$ cat src/core/lbps_pkg.sv
// Constants for the LCD bias power sequencer.
// Assumes a single 100 MHz clock with synchronous active-high reset.

package lbps_pkg;

  // ==========================================================
  // Timing
  localparam int unsigned CLK_FREQ_HZ    = 100_000_000;
  localparam int unsigned SRC_CHECK_US   = 1000;
  localparam int unsigned SRC_CHECK_CYC  =
    SRC_CHECK_US * (CLK_FREQ_HZ / 1_000_000);
  localparam int unsigned TMR_W          = 24;
  localparam int unsigned SS_W           = 8;
  localparam int unsigned SS_STEP_CYC    = 1000;

  // ==========================================================
  // Reset values
  localparam logic [TMR_W-1:0] RST_TIME_DEF = 24'h00_0000;
  localparam logic [TMR_W-1:0] DLY_TIME_DEF = 24'h00_0000;

  // ==========================================================
  // Sequencer states
  typedef enum logic [2:0] {
    SEQ_OFF     = 3'b000,
    SEQ_WAIT_PG = 3'b001,
    SEQ_RST     = 3'b010,
    SEQ_DLY     = 3'b011,
    SEQ_CHECK   = 3'b100,
    SEQ_RUN     = 3'b101,
    SEQ_ERR     = 3'b110
  } lbps_state_t;

endpackage

$ cat src/core/lbps_seq.sv
// Top-level start-up sequencer for a four-rail LCD bias supply.
// Assumes analog status inputs are asynchronous pins; timing values
// are static configuration in the sys_clk domain.
`timescale 1ns/10ps
`default_nettype none

module lbps_seq #(
  parameter int unsigned TW          = lbps_pkg::TMR_W,
  parameter int unsigned CHECK_CYC   = lbps_pkg::SRC_CHECK_CYC,
  parameter int unsigned SS_STEP     = lbps_pkg::SS_STEP_CYC
) (
  input  wire logic          sys_clk,
  input  wire logic          srst,
  // Analog status pins
  input  wire logic          vin_above_uvlo,
  input  wire logic          buck_power_good,
  input  wire logic          over_temp,
  input  wire logic          source_near_vin,
  input  wire logic          pos_fb_at_sc_thresh,
  input  wire logic          ext_enable,
  input  wire logic          ext_enable_used,
  // Programmed durations
  input  wire logic [TW-1:0] reset_timing_pin,
  input  wire logic [TW-1:0] delay_timing_pin,
  // Supply controls
  output logic               buck_enable,
  output logic               neg_pump_enable,
  output logic               boost_enable,
  output logic               pos_pump_enable,
  output logic               pos_pump_sc_mode,
  output logic               positive_pump_control,
  output logic [lbps_pkg::SS_W-1:0] pos_pump_ss_level,
  output logic               isolation_gate_drive,
  output logic               panel_reset_n_o,
  output logic               panel_reset_n_oe,
  output logic               seq_error
);
  import lbps_pkg::*;

  // ==========================================================
  // Input synchronisation
  logic [5:0] pins_s;
  lbps_sync #(.W(6)) u_sync (
    .sys_clk  (sys_clk),
    .srst     (srst),
    .async_in ({vin_above_uvlo, buck_power_good, over_temp,
                source_near_vin, pos_fb_at_sc_thresh, ext_enable}),
    .sync_out (pins_s)
  );

  wire uvlo_ok  = pins_s[5];
  wire pg_ok    = pins_s[4];
  wire hot      = pins_s[3];
  wire src_ok   = pins_s[2];
  wire fb_sc    = pins_s[1];
  wire en_s     = pins_s[0];

  // Over-temperature or UVLO drops everything at once
  wire shutdown = !uvlo_ok || hot;
  // Enable only gates when strapped in use
  wire gate_ok  = !ext_enable_used || en_s;

  // ==========================================================
  // State
  lbps_state_t state_reg, state_next;
  logic        rst_start, dly_start, rst_done, dly_done;
  logic [31:0] chk_cnt_reg;
  logic        sc_off_reg;
  logic [15:0] ss_div_reg;

  wire chk_done = (chk_cnt_reg >= CHECK_CYC - 1);
  wire ss_tick  = (ss_div_reg == 16'(SS_STEP - 1));

  // External enable replaces the reset timer when used
  wire rst_expired = ext_enable_used ? gate_ok : rst_done;

  lbps_timer #(.W(TW)) u_rst_tmr (
    .sys_clk  (sys_clk),
    .srst     (srst),
    .clear    (shutdown),
    .start    (rst_start),
    .terminal (reset_timing_pin),
    .done     (rst_done)
  );

  lbps_timer #(.W(TW)) u_dly_tmr (
    .sys_clk  (sys_clk),
    .srst     (srst),
    .clear    (shutdown),
    .start    (dly_start),
    .terminal (delay_timing_pin),
    .done     (dly_done)
  );

  // ==========================================================
  // Next-state decode
  always_comb begin
    state_next = state_reg;
    rst_start  = 1'b0;
    dly_start  = 1'b0;
    unique case (state_reg)
      SEQ_OFF: begin
        state_next = SEQ_WAIT_PG;
      end
      SEQ_WAIT_PG: begin
        if (pg_ok) begin
          state_next = SEQ_RST;
          rst_start  = 1'b1;
        end
      end
      SEQ_RST: begin
        if (rst_expired) begin
          state_next = SEQ_DLY;
          dly_start  = 1'b1;
        end
      end
      SEQ_DLY: begin
        if (dly_done) begin
          state_next = SEQ_CHECK;
        end
      end
      SEQ_CHECK: begin
        if (chk_done) begin
          state_next = src_ok ? SEQ_RUN : SEQ_ERR;
        end
      end
      SEQ_RUN: begin
        state_next = SEQ_RUN;
      end
      SEQ_ERR: begin
        state_next = SEQ_ERR;
      end
      default: begin
        state_next = SEQ_OFF;
      end
    endcase
  end

  // ==========================================================
  // Output decode
  // Codes rise with progress through the sequence; the spare
  // code never counts as reached
  function automatic logic reached(
    input lbps_state_t s,
    input lbps_state_t mark
  );
    reached = (s >= mark) && (s != 3'b111);
  endfunction

  wire past_rst  = reached(state_reg, SEQ_DLY);
  wire gate_on   = reached(state_reg, SEQ_CHECK);
  wire in_check  = (state_reg == SEQ_CHECK);
  wire in_err    = (state_reg == SEQ_ERR);
  wire running   = (state_reg == SEQ_RUN);
  wire awake     = (state_reg != SEQ_OFF);
  wire ss_full   = (pos_pump_ss_level == '1);

  // Reset release driven by internal sequence and, when used, ext_enable; pin level ignored
  wire rst_pull  = !past_rst;

  // ==========================================================
  // Next values of the supply controls
  wire buck_en_next  = awake;
  wire neg_en_next   = past_rst && gate_ok;
  wire boost_en_next = running;
  wire pos_en_next   = gate_on && !in_err;
  wire sc_mode_next  = in_check;
  // Pump current stays off in the check once feedback shows no short
  wire pump_ctl_next = running || (in_check && !sc_off_reg);
  wire gate_drv_next = !gate_on;
  // Open drain: the data bit stays low, only the enable moves
  wire rst_oe_next   = rst_pull || !gate_ok;
  wire err_next      = in_err;

  // ==========================================================
  // Registers
  always_ff @(posedge sys_clk) begin
    if (srst || shutdown) begin
      state_reg <= SEQ_OFF;
    end else begin
      state_reg <= state_next;
    end
  end

  always_ff @(posedge sys_clk) begin
    if (srst || shutdown || state_reg != SEQ_CHECK) begin
      chk_cnt_reg <= '0;
    end else begin
      chk_cnt_reg <= chk_cnt_reg + 32'd1;
    end
  end

  always_ff @(posedge sys_clk) begin
    if (srst || shutdown || state_reg != SEQ_CHECK) begin
      sc_off_reg <= 1'b0;
    end else if (fb_sc) begin
      sc_off_reg <= 1'b1;
    end
  end

  // Soft-start divider; a slow ramp trades start time for inrush
  always_ff @(posedge sys_clk) begin
    if (srst || !running || ss_tick) begin
      ss_div_reg <= '0;
    end else begin
      ss_div_reg <= ss_div_reg + 16'd1;
    end
  end

  always_ff @(posedge sys_clk) begin
    if (srst || shutdown || !running) begin
      pos_pump_ss_level <= '0;
    end else if (ss_tick && !ss_full) begin
      pos_pump_ss_level <= pos_pump_ss_level + SS_W'(1);
    end
  end

  // ==========================================================
  // Output registers; every control drops at once on shutdown
  always_ff @(posedge sys_clk) begin
    if (srst || shutdown) begin
      buck_enable <= 1'b0;
    end else begin
      buck_enable <= buck_en_next;
    end
  end

  always_ff @(posedge sys_clk) begin
    if (srst || shutdown) begin
      neg_pump_enable <= 1'b0;
    end else begin
      neg_pump_enable <= neg_en_next;
    end
  end

  // Boost waits for the source check; early switching stresses the switch
  always_ff @(posedge sys_clk) begin
    if (srst || shutdown) begin
      boost_enable <= 1'b0;
    end else begin
      boost_enable <= boost_en_next;
    end
  end

  always_ff @(posedge sys_clk) begin
    if (srst || shutdown) begin
      pos_pump_enable <= 1'b0;
    end else begin
      pos_pump_enable <= pos_en_next;
    end
  end

  always_ff @(posedge sys_clk) begin
    if (srst || shutdown) begin
      pos_pump_sc_mode <= 1'b0;
    end else begin
      pos_pump_sc_mode <= sc_mode_next;
    end
  end

  always_ff @(posedge sys_clk) begin
    if (srst || shutdown) begin
      positive_pump_control <= 1'b0;
    end else begin
      positive_pump_control <= pump_ctl_next;
    end
  end

  // Active low: high keeps the isolation switch off
  always_ff @(posedge sys_clk) begin
    if (srst || shutdown) begin
      isolation_gate_drive <= 1'b1;
    end else begin
      isolation_gate_drive <= gate_drv_next;
    end
  end

  // Never driven high; the pull-up supplies the released level
  always_ff @(posedge sys_clk) begin
    if (srst || shutdown) begin
      panel_reset_n_o <= 1'b0;
    end else begin
      panel_reset_n_o <= 1'b0;
    end
  end

  always_ff @(posedge sys_clk) begin
    if (srst || shutdown) begin
      panel_reset_n_oe <= 1'b1;
    end else begin
      panel_reset_n_oe <= rst_oe_next;
    end
  end

  // Error holds until shutdown or reset clears the sequence
  always_ff @(posedge sys_clk) begin
    if (srst || shutdown) begin
      seq_error <= 1'b0;
    end else begin
      seq_error <= err_next;
    end
  end

endmodule

`default_nettype wire

$ cat src/core/lbps_sync.sv
// Two-stage synchroniser for asynchronous level inputs.
// Assumes inputs come from pins outside the sys_clk domain.
`timescale 1ns/10ps
`default_nettype none

module lbps_sync #(
  parameter int unsigned W = 1
) (
  input  wire logic         sys_clk,
  input  wire logic         srst,
  input  wire logic [W-1:0] async_in,
  output logic      [W-1:0] sync_out
);

  logic [W-1:0] meta_reg;

  // First stage feeds only the second
  always_ff @(posedge sys_clk) begin
    if (srst) begin
      meta_reg <= '0;
      sync_out <= '0;
    end else begin
      meta_reg <= async_in;
      sync_out <= meta_reg;
    end
  end

endmodule

`default_nettype wire

$ cat src/core/lbps_timer.sv
// Start/expire counter with programmable terminal count.
// Assumes start is a one-cycle pulse from the same clock.
`timescale 1ns/10ps
`default_nettype none

module lbps_timer #(
  parameter int unsigned W = 24
) (
  input  wire logic         sys_clk,
  input  wire logic         srst,
  input  wire logic         clear,
  input  wire logic         start,
  input  wire logic [W-1:0] terminal,
  output logic              done
);

  logic [W-1:0] cnt_reg;
  logic         run_reg;
  wire          at_end = (cnt_reg >= terminal);

  // Terminal zero expires one cycle after start
  always_ff @(posedge sys_clk) begin
    if (srst || clear) begin
      cnt_reg <= '0;
      run_reg <= 1'b0;
      done    <= 1'b0;
    end else if (start) begin
      cnt_reg <= '0;
      run_reg <= 1'b1;
      done    <= 1'b0;
    end else if (run_reg) begin
      cnt_reg <= cnt_reg + W'(1);
      run_reg <= !at_end;
      done    <= at_end;
    end else begin
      done    <= 1'b0;
    end
  end

endmodule

`default_nettype wire

$ cat config.mk
export PLATFORM = sky130hd
export DESIGN_NAME = lbps_seq
export DESIGN_NICKNAME = d
export VERILOG_FILES = /design/src/core/lbps_pkg.sv /design/src/core/lbps_seq.sv /design/src/core/lbps_sync.sv /design/src/core/lbps_timer.sv
export SDC_FILE = /design/constraint.sdc
export NUM_CORES = 1
export LEC_CHECK = 0
export ABC_AREA = 1
export BUFFER_PORTS_ARGS = -buffer_cell sky130_fd_sc_hd__buf_2
export CAP_MARGIN = 20
export CELL_PAD_IN_SITES_DETAIL_PLACEMENT = 0
export CELL_PAD_IN_SITES_GLOBAL_PLACEMENT = 1
export CORE_MARGIN = 1
export CORE_UTILIZATION = 39
export CTS_CLUSTER_SIZE = 16
export DETAILED_ROUTE_END_ITERATION = 12
export GPL_TIMING_DRIVEN = 1
export PLACE_DENSITY_LB_ADDON = 0.1
export SYNTH_ARGS = -nofsm -noshare
export SYNTH_HDL_FRONTEND = slang
export SYNTH_SLANG_ARGS = --single-unit
$ cat constraint.sdc
create_clock -name sys_clk -period 1.5 [get_ports sys_clk]
set_input_delay 0.3 -clock sys_clk [delete_from_list [all_inputs] [get_ports sys_clk]]
set_output_delay 0.3 -clock sys_clk [all_outputs]
set_load 0.01 [all_outputs]
==> results_dict.tcl, run 1 <==
set metrics [dict create \
    status "finished with violations" \
    violations "negative setup slack" \
    cts_buffers 17 \
    nets 1532 \
    grt-ovfl-total 0 \
    io_buffers 73 \
    drcViolationCount 0 \
    dr_total_vias 7928 \
    antenna_found_initial 0 \
    num_antenna_cells 0 \
    routed_via_density 4.67 \
    ys.warnings.count 0 \
    critPathRequiredTime_ns 1.81 \
    maxSlewViolCount 0 \
    rrSetupSlack_ns -0.01 \
    synth_ff_type "dfxtp_1" \
    routabilityCongestion 0.810 \
    layout-drive-gt1-share_pct 43.5 \
    wirelength_mm 21.1 \
    area_delta_synth_final_pct 54.0 \
    p_sw_mw 1.83 \
    rsz0062_at_grt "yes" \
    async_flop_share_pct 0 \
    p_int_mw 6.50 \
    finalHoldViolCount 0 \
    power_frac_seq_pct 42.2 \
    cpMaxStageDelayCell "dfxtp_2" \
    detail-route-antenna-nets 0 \
    grt_max_degree 18 \
    critPathTopFamily "simple AND/OR/NAND/NOR gates" \
    fin_crit_sh_pct 101 \
    synth_top_area_share_pct 34.5 \
    cts_tree "built" \
    htree_levels 4 \
    startpoint "u_dly_tmr.cnt_reg[0]$_SDFFE_PP0P_" \
    crit_buf_inv 1 \
    synthTopCellsByArea "dfxtp_1 34%, nand2_1 12%, inv_1 9.6%" \
    fmax_mhz 660 \
    timing.max_cap.violations 0 \
    ir_drop_mv 0.790 \
    p_comb_share_pct 4.3 \
    pin_count 75 \
    grt_use_total_pct 20.3 \
    cts-root-buf "clkbuf_16" \
    hold_end "u_sync.meta_reg[0]$_SDFF_PP0_" \
    insertion_delay_ns 0.43 \
    reg2reg_depth 8 \
    power_mw 8.33 \
    setup_violations 2 \
    synth_cell_type_count 43 \
    ys_ff_latch 133 \
    syn_inst 1142 \
    r2r_start "u_dly_tmr.cnt_reg[0]$_SDFFE_PP0P_" \
    hold_start "ext_enable" \
    syn_area_mm2 0.00773 \
    syn_nets 1252 \
    p_leak_nw 5.13 \
    final_cell_mix "199 x nand2_1, 181 x buf_4, 177 x inv_1" \
    synth_seq_area_share_pct 34.5 \
    crit_type "flip-flop to flip-flop" \
    yosys.area.top_type "dfxtp_1" \
    fin_skew_ns 0.0165 \
    path_cells "buf_6, nand3_4, nor3_4, nand4_4, nor2_4, nand2_2, o21ai_2, nor2_1" \
    die_h_um 143 \
    grt_pass1_wl_mm 32.8 \
    dr.pass1.iters 6 \
    routedWlPerCell_um 12.4 \
    timing.rr.end "u_dly_tmr.cnt_reg[23]$_SDFFE_PP0P_" \
    cp-start-kind "flip-flop" \
    largest_reg_flops 32 \
    setup_tns_ns -0.0216 \
    die_area_mm2 0.0204 \
    pwr-share-clk_pct 53.5 \
    holdPathStages 3 \
    max_stage_delay_ns 0.36 \
    postCtsHoldBufs 0 \
    synth-edff-count 0 \
    hp-class "input pin to flip-flop" \
    fin_util_pct 61.1 \
    grt_pass1_vias 7278 \
    critPathMaxFanout 3 \
    final_common_cell "nand2_1" \
    cts_buffer_depth 2 \
    num-fill-cells 1810 \
    fp.dieW_um 143 \
    syn_avg_cell_area_um2 6.77 \
    instances_no_fill 1699 \
    rows 51 \
    endpoint_kind "flip-flop" \
    dp_hpwl_mm 15.1 \
    worstPathArrival_ns 1.83 \
    clk_pin_slew_ns 0.06 \
    core_area_mm2 0.0195 \
    cts.sinks 133 \
    placed_cells 1635 \
    powerDensity_mw_per_mm2 700 \
    initial_core_util_pct 39.7 \
    fin_ws_ns -0.0146 \
    drt_iter0_drc 209 \
    min_period_ns 1.51 \
    switching_share_pct 22.0 \
]
[Yosys cell counts, types with 4 or more instances]
library cell,instances
ha_1,53
nand4_1,32
dfxtp_1,133
nor3_2,4
a21oi_1,81
a21o_1,4
nor2_2,4
xor2_1,12
o21ai_1,9
nor2_1,173
nand2_1,252
o21ai_0,21
inv_2,7
nor2_4,6
o21a_1,10
buf_4,6
nor3_4,4
inv_1,197
nor3_1,38
nor4_1,6
nand3_1,45
[routing by layer]
layer	wire (µm)	vias to the layer above	GRT usage, %	share of wire [%]
met5	0	-	0	0
met4	220	0	4.75	1.0
met3	630	19	3.92	3.0
met2	10400	93	35.0	49
met1	9790	3611	25.9	47
li1	-	4205	-	-
[final cells by class]
type	instances	area [µm²]	area share, %
flip-flops and latches	133	2800	23.5
well taps	265	332	2.79
repair buffers	273	1950	16.4
clock inverters	12	180	1.51
clock buffers	19	443	3.72
multi-input cells	792	5410	45.5
inverters	205	790	6.63
[repair_timing]
action / CTS / global route
endpoints found under the hold margin: 0 / 0
endpoints found under the setup margin: 52 / 99
buffers inserted: 8 / 26
cloned: 0 / 0
resized for setup: 70 / 319
pin swaps: 27 / 118
[stage by stage]
stage          hold WS [ns]  setup WS, ns  area, µm²
2_1_floorplan         0.371        0.0552       7730
3_3_place_gp          0.391        -0.103       9600
3_5_place_dp          0.392        -0.157       9600
4_1_cts              0.0758       -0.0292      10500
5_1_grt              0.0984        -0.128      11900
6_report             0.0838       -0.0146      11900
[power by group through the flow]
stage                     Clock (mW)  Combinational (mW)  Sequential (mW)
after global placement             0               0.265             3.63
after CTS                       4.55               0.283             3.55
after floorplan                    0               0.140             3.63
after global routing            4.71               0.406             3.52
after detailed placement           0               0.267             3.63
final                           4.46               0.355             3.52
[worst reg2reg max path, cell delays in order, from the launching register on]
cell	delay (ns)
dfxtp_2	0.36
buf_6	0.12
nand3_4	0.09
nor3_4	0.29
nand4_4	0.16
nor2_4	0.15
nand2_2	0.07
o21ai_2	0.12
nor2_1	0.04
[logic make-up (layout without fill, tap and decap cells)]
family          after synthesis  after routing  share of synthesized area [%]
simple gates                590            590                           34.7
buf+inv                     217            509                           11.2
compound gates              134            134                           9.41
flops                       133            133                           34.5
fa+ha+maj                    53             53                           8.58
xor+xnor                     14             14                           1.59
other cells                   1              1                         0.0485
[how the worst max path moves through the flow]
stage	cells past startpoint	slack [ns]	end
2_1_floorplan	10	0.06	chk_cnt_reg[20]$_SDFF_PP0_
3_3_place_gp	10	-0.10	u_rst_tmr.done$_SDFF_PP0_
3_5_place_dp	9	-0.16	u_rst_tmr.run_reg$_SDFF_PP0_
4_1_cts	11	-0.03	state_reg[0]$_SDFFE_PP0P_
5_1_grt	10	-0.13	u_dly_tmr.cnt_reg[18]$_SDFFE_PP0P_
6_report	8	-0.01	u_dly_tmr.cnt_reg[23]$_SDFFE_PP0P_
Power figures use the tool's default switching activity.
==> inputs of run 2 (changes only) <==
--- a/config.mk
+++ b/config.mk
@@ -15,7 +15,7 @@
 export CTS_CLUSTER_SIZE = 16
 export DETAILED_ROUTE_END_ITERATION = 12
 export GPL_TIMING_DRIVEN = 1
-export PLACE_DENSITY_LB_ADDON = 0.1
+export PLACE_DENSITY = 0.87
 export SYNTH_ARGS = -nofsm -noshare
 export SYNTH_HDL_FRONTEND = slang
 export SYNTH_SLANG_ARGS = --single-unit
==> results_dict.tcl, run 2 (synthesis results as in run 1) <==
set metrics [dict create \
    num-fill-cells 1787 \
    fin_crit_sh_pct 103 \
    drt_iter0_drc 327 \
    p_comb_share_pct 4.2 \
    fp.dieW_um 143 \
    dr.pass1.iters 5 \
    die_area_mm2 0.0204 \
    final_cell_mix "212 x nand2_1, 178 x inv_1, 157 x buf_4" \
    core_area_mm2 0.0195 \
    io_buffers 73 \
    pwr-share-clk_pct 50.6 \
    max_stage_delay_ns 0.36 \
    detail-route-antenna-nets 0 \
    violations "negative setup slack" \
    met1_length_mm 9.29 \
    path_cells "ha_4, nand3_2, nor2_1, nand2_1, nor2_4, nand2_2, buf_6, nor2_4, nor2_1, nor3_1" \
    dp_hpwl_mm 14.6 \
    cts-root-buf "clkbuf_16" \
    fin_ws_ns -0.0452 \
    layout-drive-gt1-share_pct 38.7 \
    die_h_um 143 \
    routabilityCongestion 0.856 \
    switching_share_pct 21.2 \
    p_sw_mw 1.66 \
    instances_no_fill 1671 \
    crit_type "flip-flop to flip-flop" \
    critPathRequiredTime_ns 1.83 \
    dr_total_vias 7948 \
    wl_met3_um 649 \
    num_antenna_cells 0 \
    wl_met2_mm 10.3 \
    powerDensity_mw_per_mm2 685 \
    timing.max_cap.violations 0 \
    largest_reg_flops 32 \
    routed_via_density 4.76 \
    ir_drop_mv 0.706 \
    cts_tree "built" \
    rows 51 \
    wirelength_mm 20.5 \
    grt-ovfl-total 0 \
    fin_skew_ns 0.00867 \
    clk_pin_slew_ns 0.06 \
    cts_buffer_depth 2 \
    cts_buffers 17 \
    whs_ns 0.0856 \
    p_int_mw 6.15 \
    grt_use_total_pct 19.3 \
    worstPathArrival_ns 1.87 \
    cts.sinks 133 \
    status "finished with violations" \
    area_delta_synth_final_pct 47.4 \
    nets 1505 \
    cpMaxStageDelayCell "dfxtp_2" \
    routedWlPerCell_um 12.2 \
    grt_max_degree 17 \
    maxSlewViolCount 0 \
    min_period_ns 1.55 \
    hp-class "input pin to flip-flop" \
    initial_core_util_pct 39.7 \
    endpoint_kind "flip-flop" \
    antenna_found_initial 0 \
    rsz0062_at_grt "yes" \
    setup_violations 2 \
    critPathTopFamily "simple AND/OR/NAND/NOR gates" \
    final_common_cell "nand2_1" \
    placed_cells 1611 \
    critPathMaxFanout 3 \
    fmax_mhz 647 \
    grt_pass1_vias 7252 \
    p_leak_nw 4.88 \
    insertion_delay_ns 0.42 \
    finalHoldViolCount 0 \
    crit_buf_inv 1 \
    top_layer_used "met4" \
    drcViolationCount 0 \
    power_frac_seq_pct 45.2 \
    htree_levels 4 \
    grt_pass1_wl_mm 31.7 \
    pin_count 75 \
    cp-start-kind "flip-flop" \
]
==> run 2: metrics by stage <==
stage | TNS, ns | util, % | area, µm² | power (mW) | setup WS, ns
finish | -0.0622 | 58.5 | 11400 | 7.80 | -0.0452
global placement | -0.970 | 48.6 | 9460 | 3.89 | -0.153
CTS | -0.0127 | 52.5 | 10200 | 7.84 | -0.00842
floorplan | 0 | - | 7730 | 3.77 | 0.0552
global route | -1.85 | 58.5 | 11400 | 8.06 | -0.121
detailed placement | -1.65 | 48.6 | 9460 | 3.90 | -0.0973
==> run 2: power by group through the flow <==
stage                     registers, mW  logic [mW]  clock network, mW
after detailed placement           3.63       0.268                  0
after CTS                          3.55       0.271               4.02
final                              3.53       0.328               3.95
after floorplan                    3.63       0.140                  0
after global routing               3.53       0.379               4.15
after global placement             3.63       0.258                  0
==> run 2: worst paths after layout <==
path / from / slack (ns) / cells after the start / end
worst min register to register: u_sync.meta_reg[5]$_SDFF_PP0_ / 0.40 / 2 / u_sync.sync_out[5]$_SDFF_PP0_
worst max register to register: u_dly_tmr.cnt_reg[1]$_SDFFE_PP0P_ / -0.05 / 10 / u_dly_tmr.cnt_reg[12]$_SDFFE_PP0P_
worst min-delay path: over_temp / 0.09 / 3 / u_sync.meta_reg[3]$_SDFF_PP0_
worst max-delay path: u_dly_tmr.cnt_reg[1]$_SDFFE_PP0P_ / -0.05 / 10 / u_dly_tmr.cnt_reg[12]$_SDFFE_PP0P_
==> run 2: metal layers <==
| metal | vias up | global-route usage [%] |
|---|---|---|
| met4 | 0 | 5.43 |
| met5 | - | 0 |
| met2 | 135 | 33.4 |
| met1 | 3651 | 24.3 |
| met3 | 15 | 3.79 |
| li1 | 4147 | - |
==> run 2: layout make-up <==
| cell class | count | area (µm²) | share of cell area (%) |
|---|---|---|---|
| flip-flops and latches | 133 | 2770 | 24.3 |
| inverters | 205 | 782 | 6.87 |
| well taps | 265 | 332 | 2.91 |
| clock inverters | 4 | 45.0 | 0.395 |
| clock buffers | 26 | 509 | 4.47 |
| multi-input cells | 792 | 5200 | 45.6 |
| repair buffers | 246 | 1760 | 15.4 |
==> run 2: worst min-delay path, cell delays in order <==
cell,delay [ns]
buf_2,0.07
inv_1,0.03
nor2_1,0.06
==> run 2: what timing repair did <==
action | CTS | global route
resized for setup | 46 | 260
buffers inserted | 9 | 22
pin swaps | 22 | 113
hold buffers | 0 | 0
endpoints found under the setup margin | 41 | 101
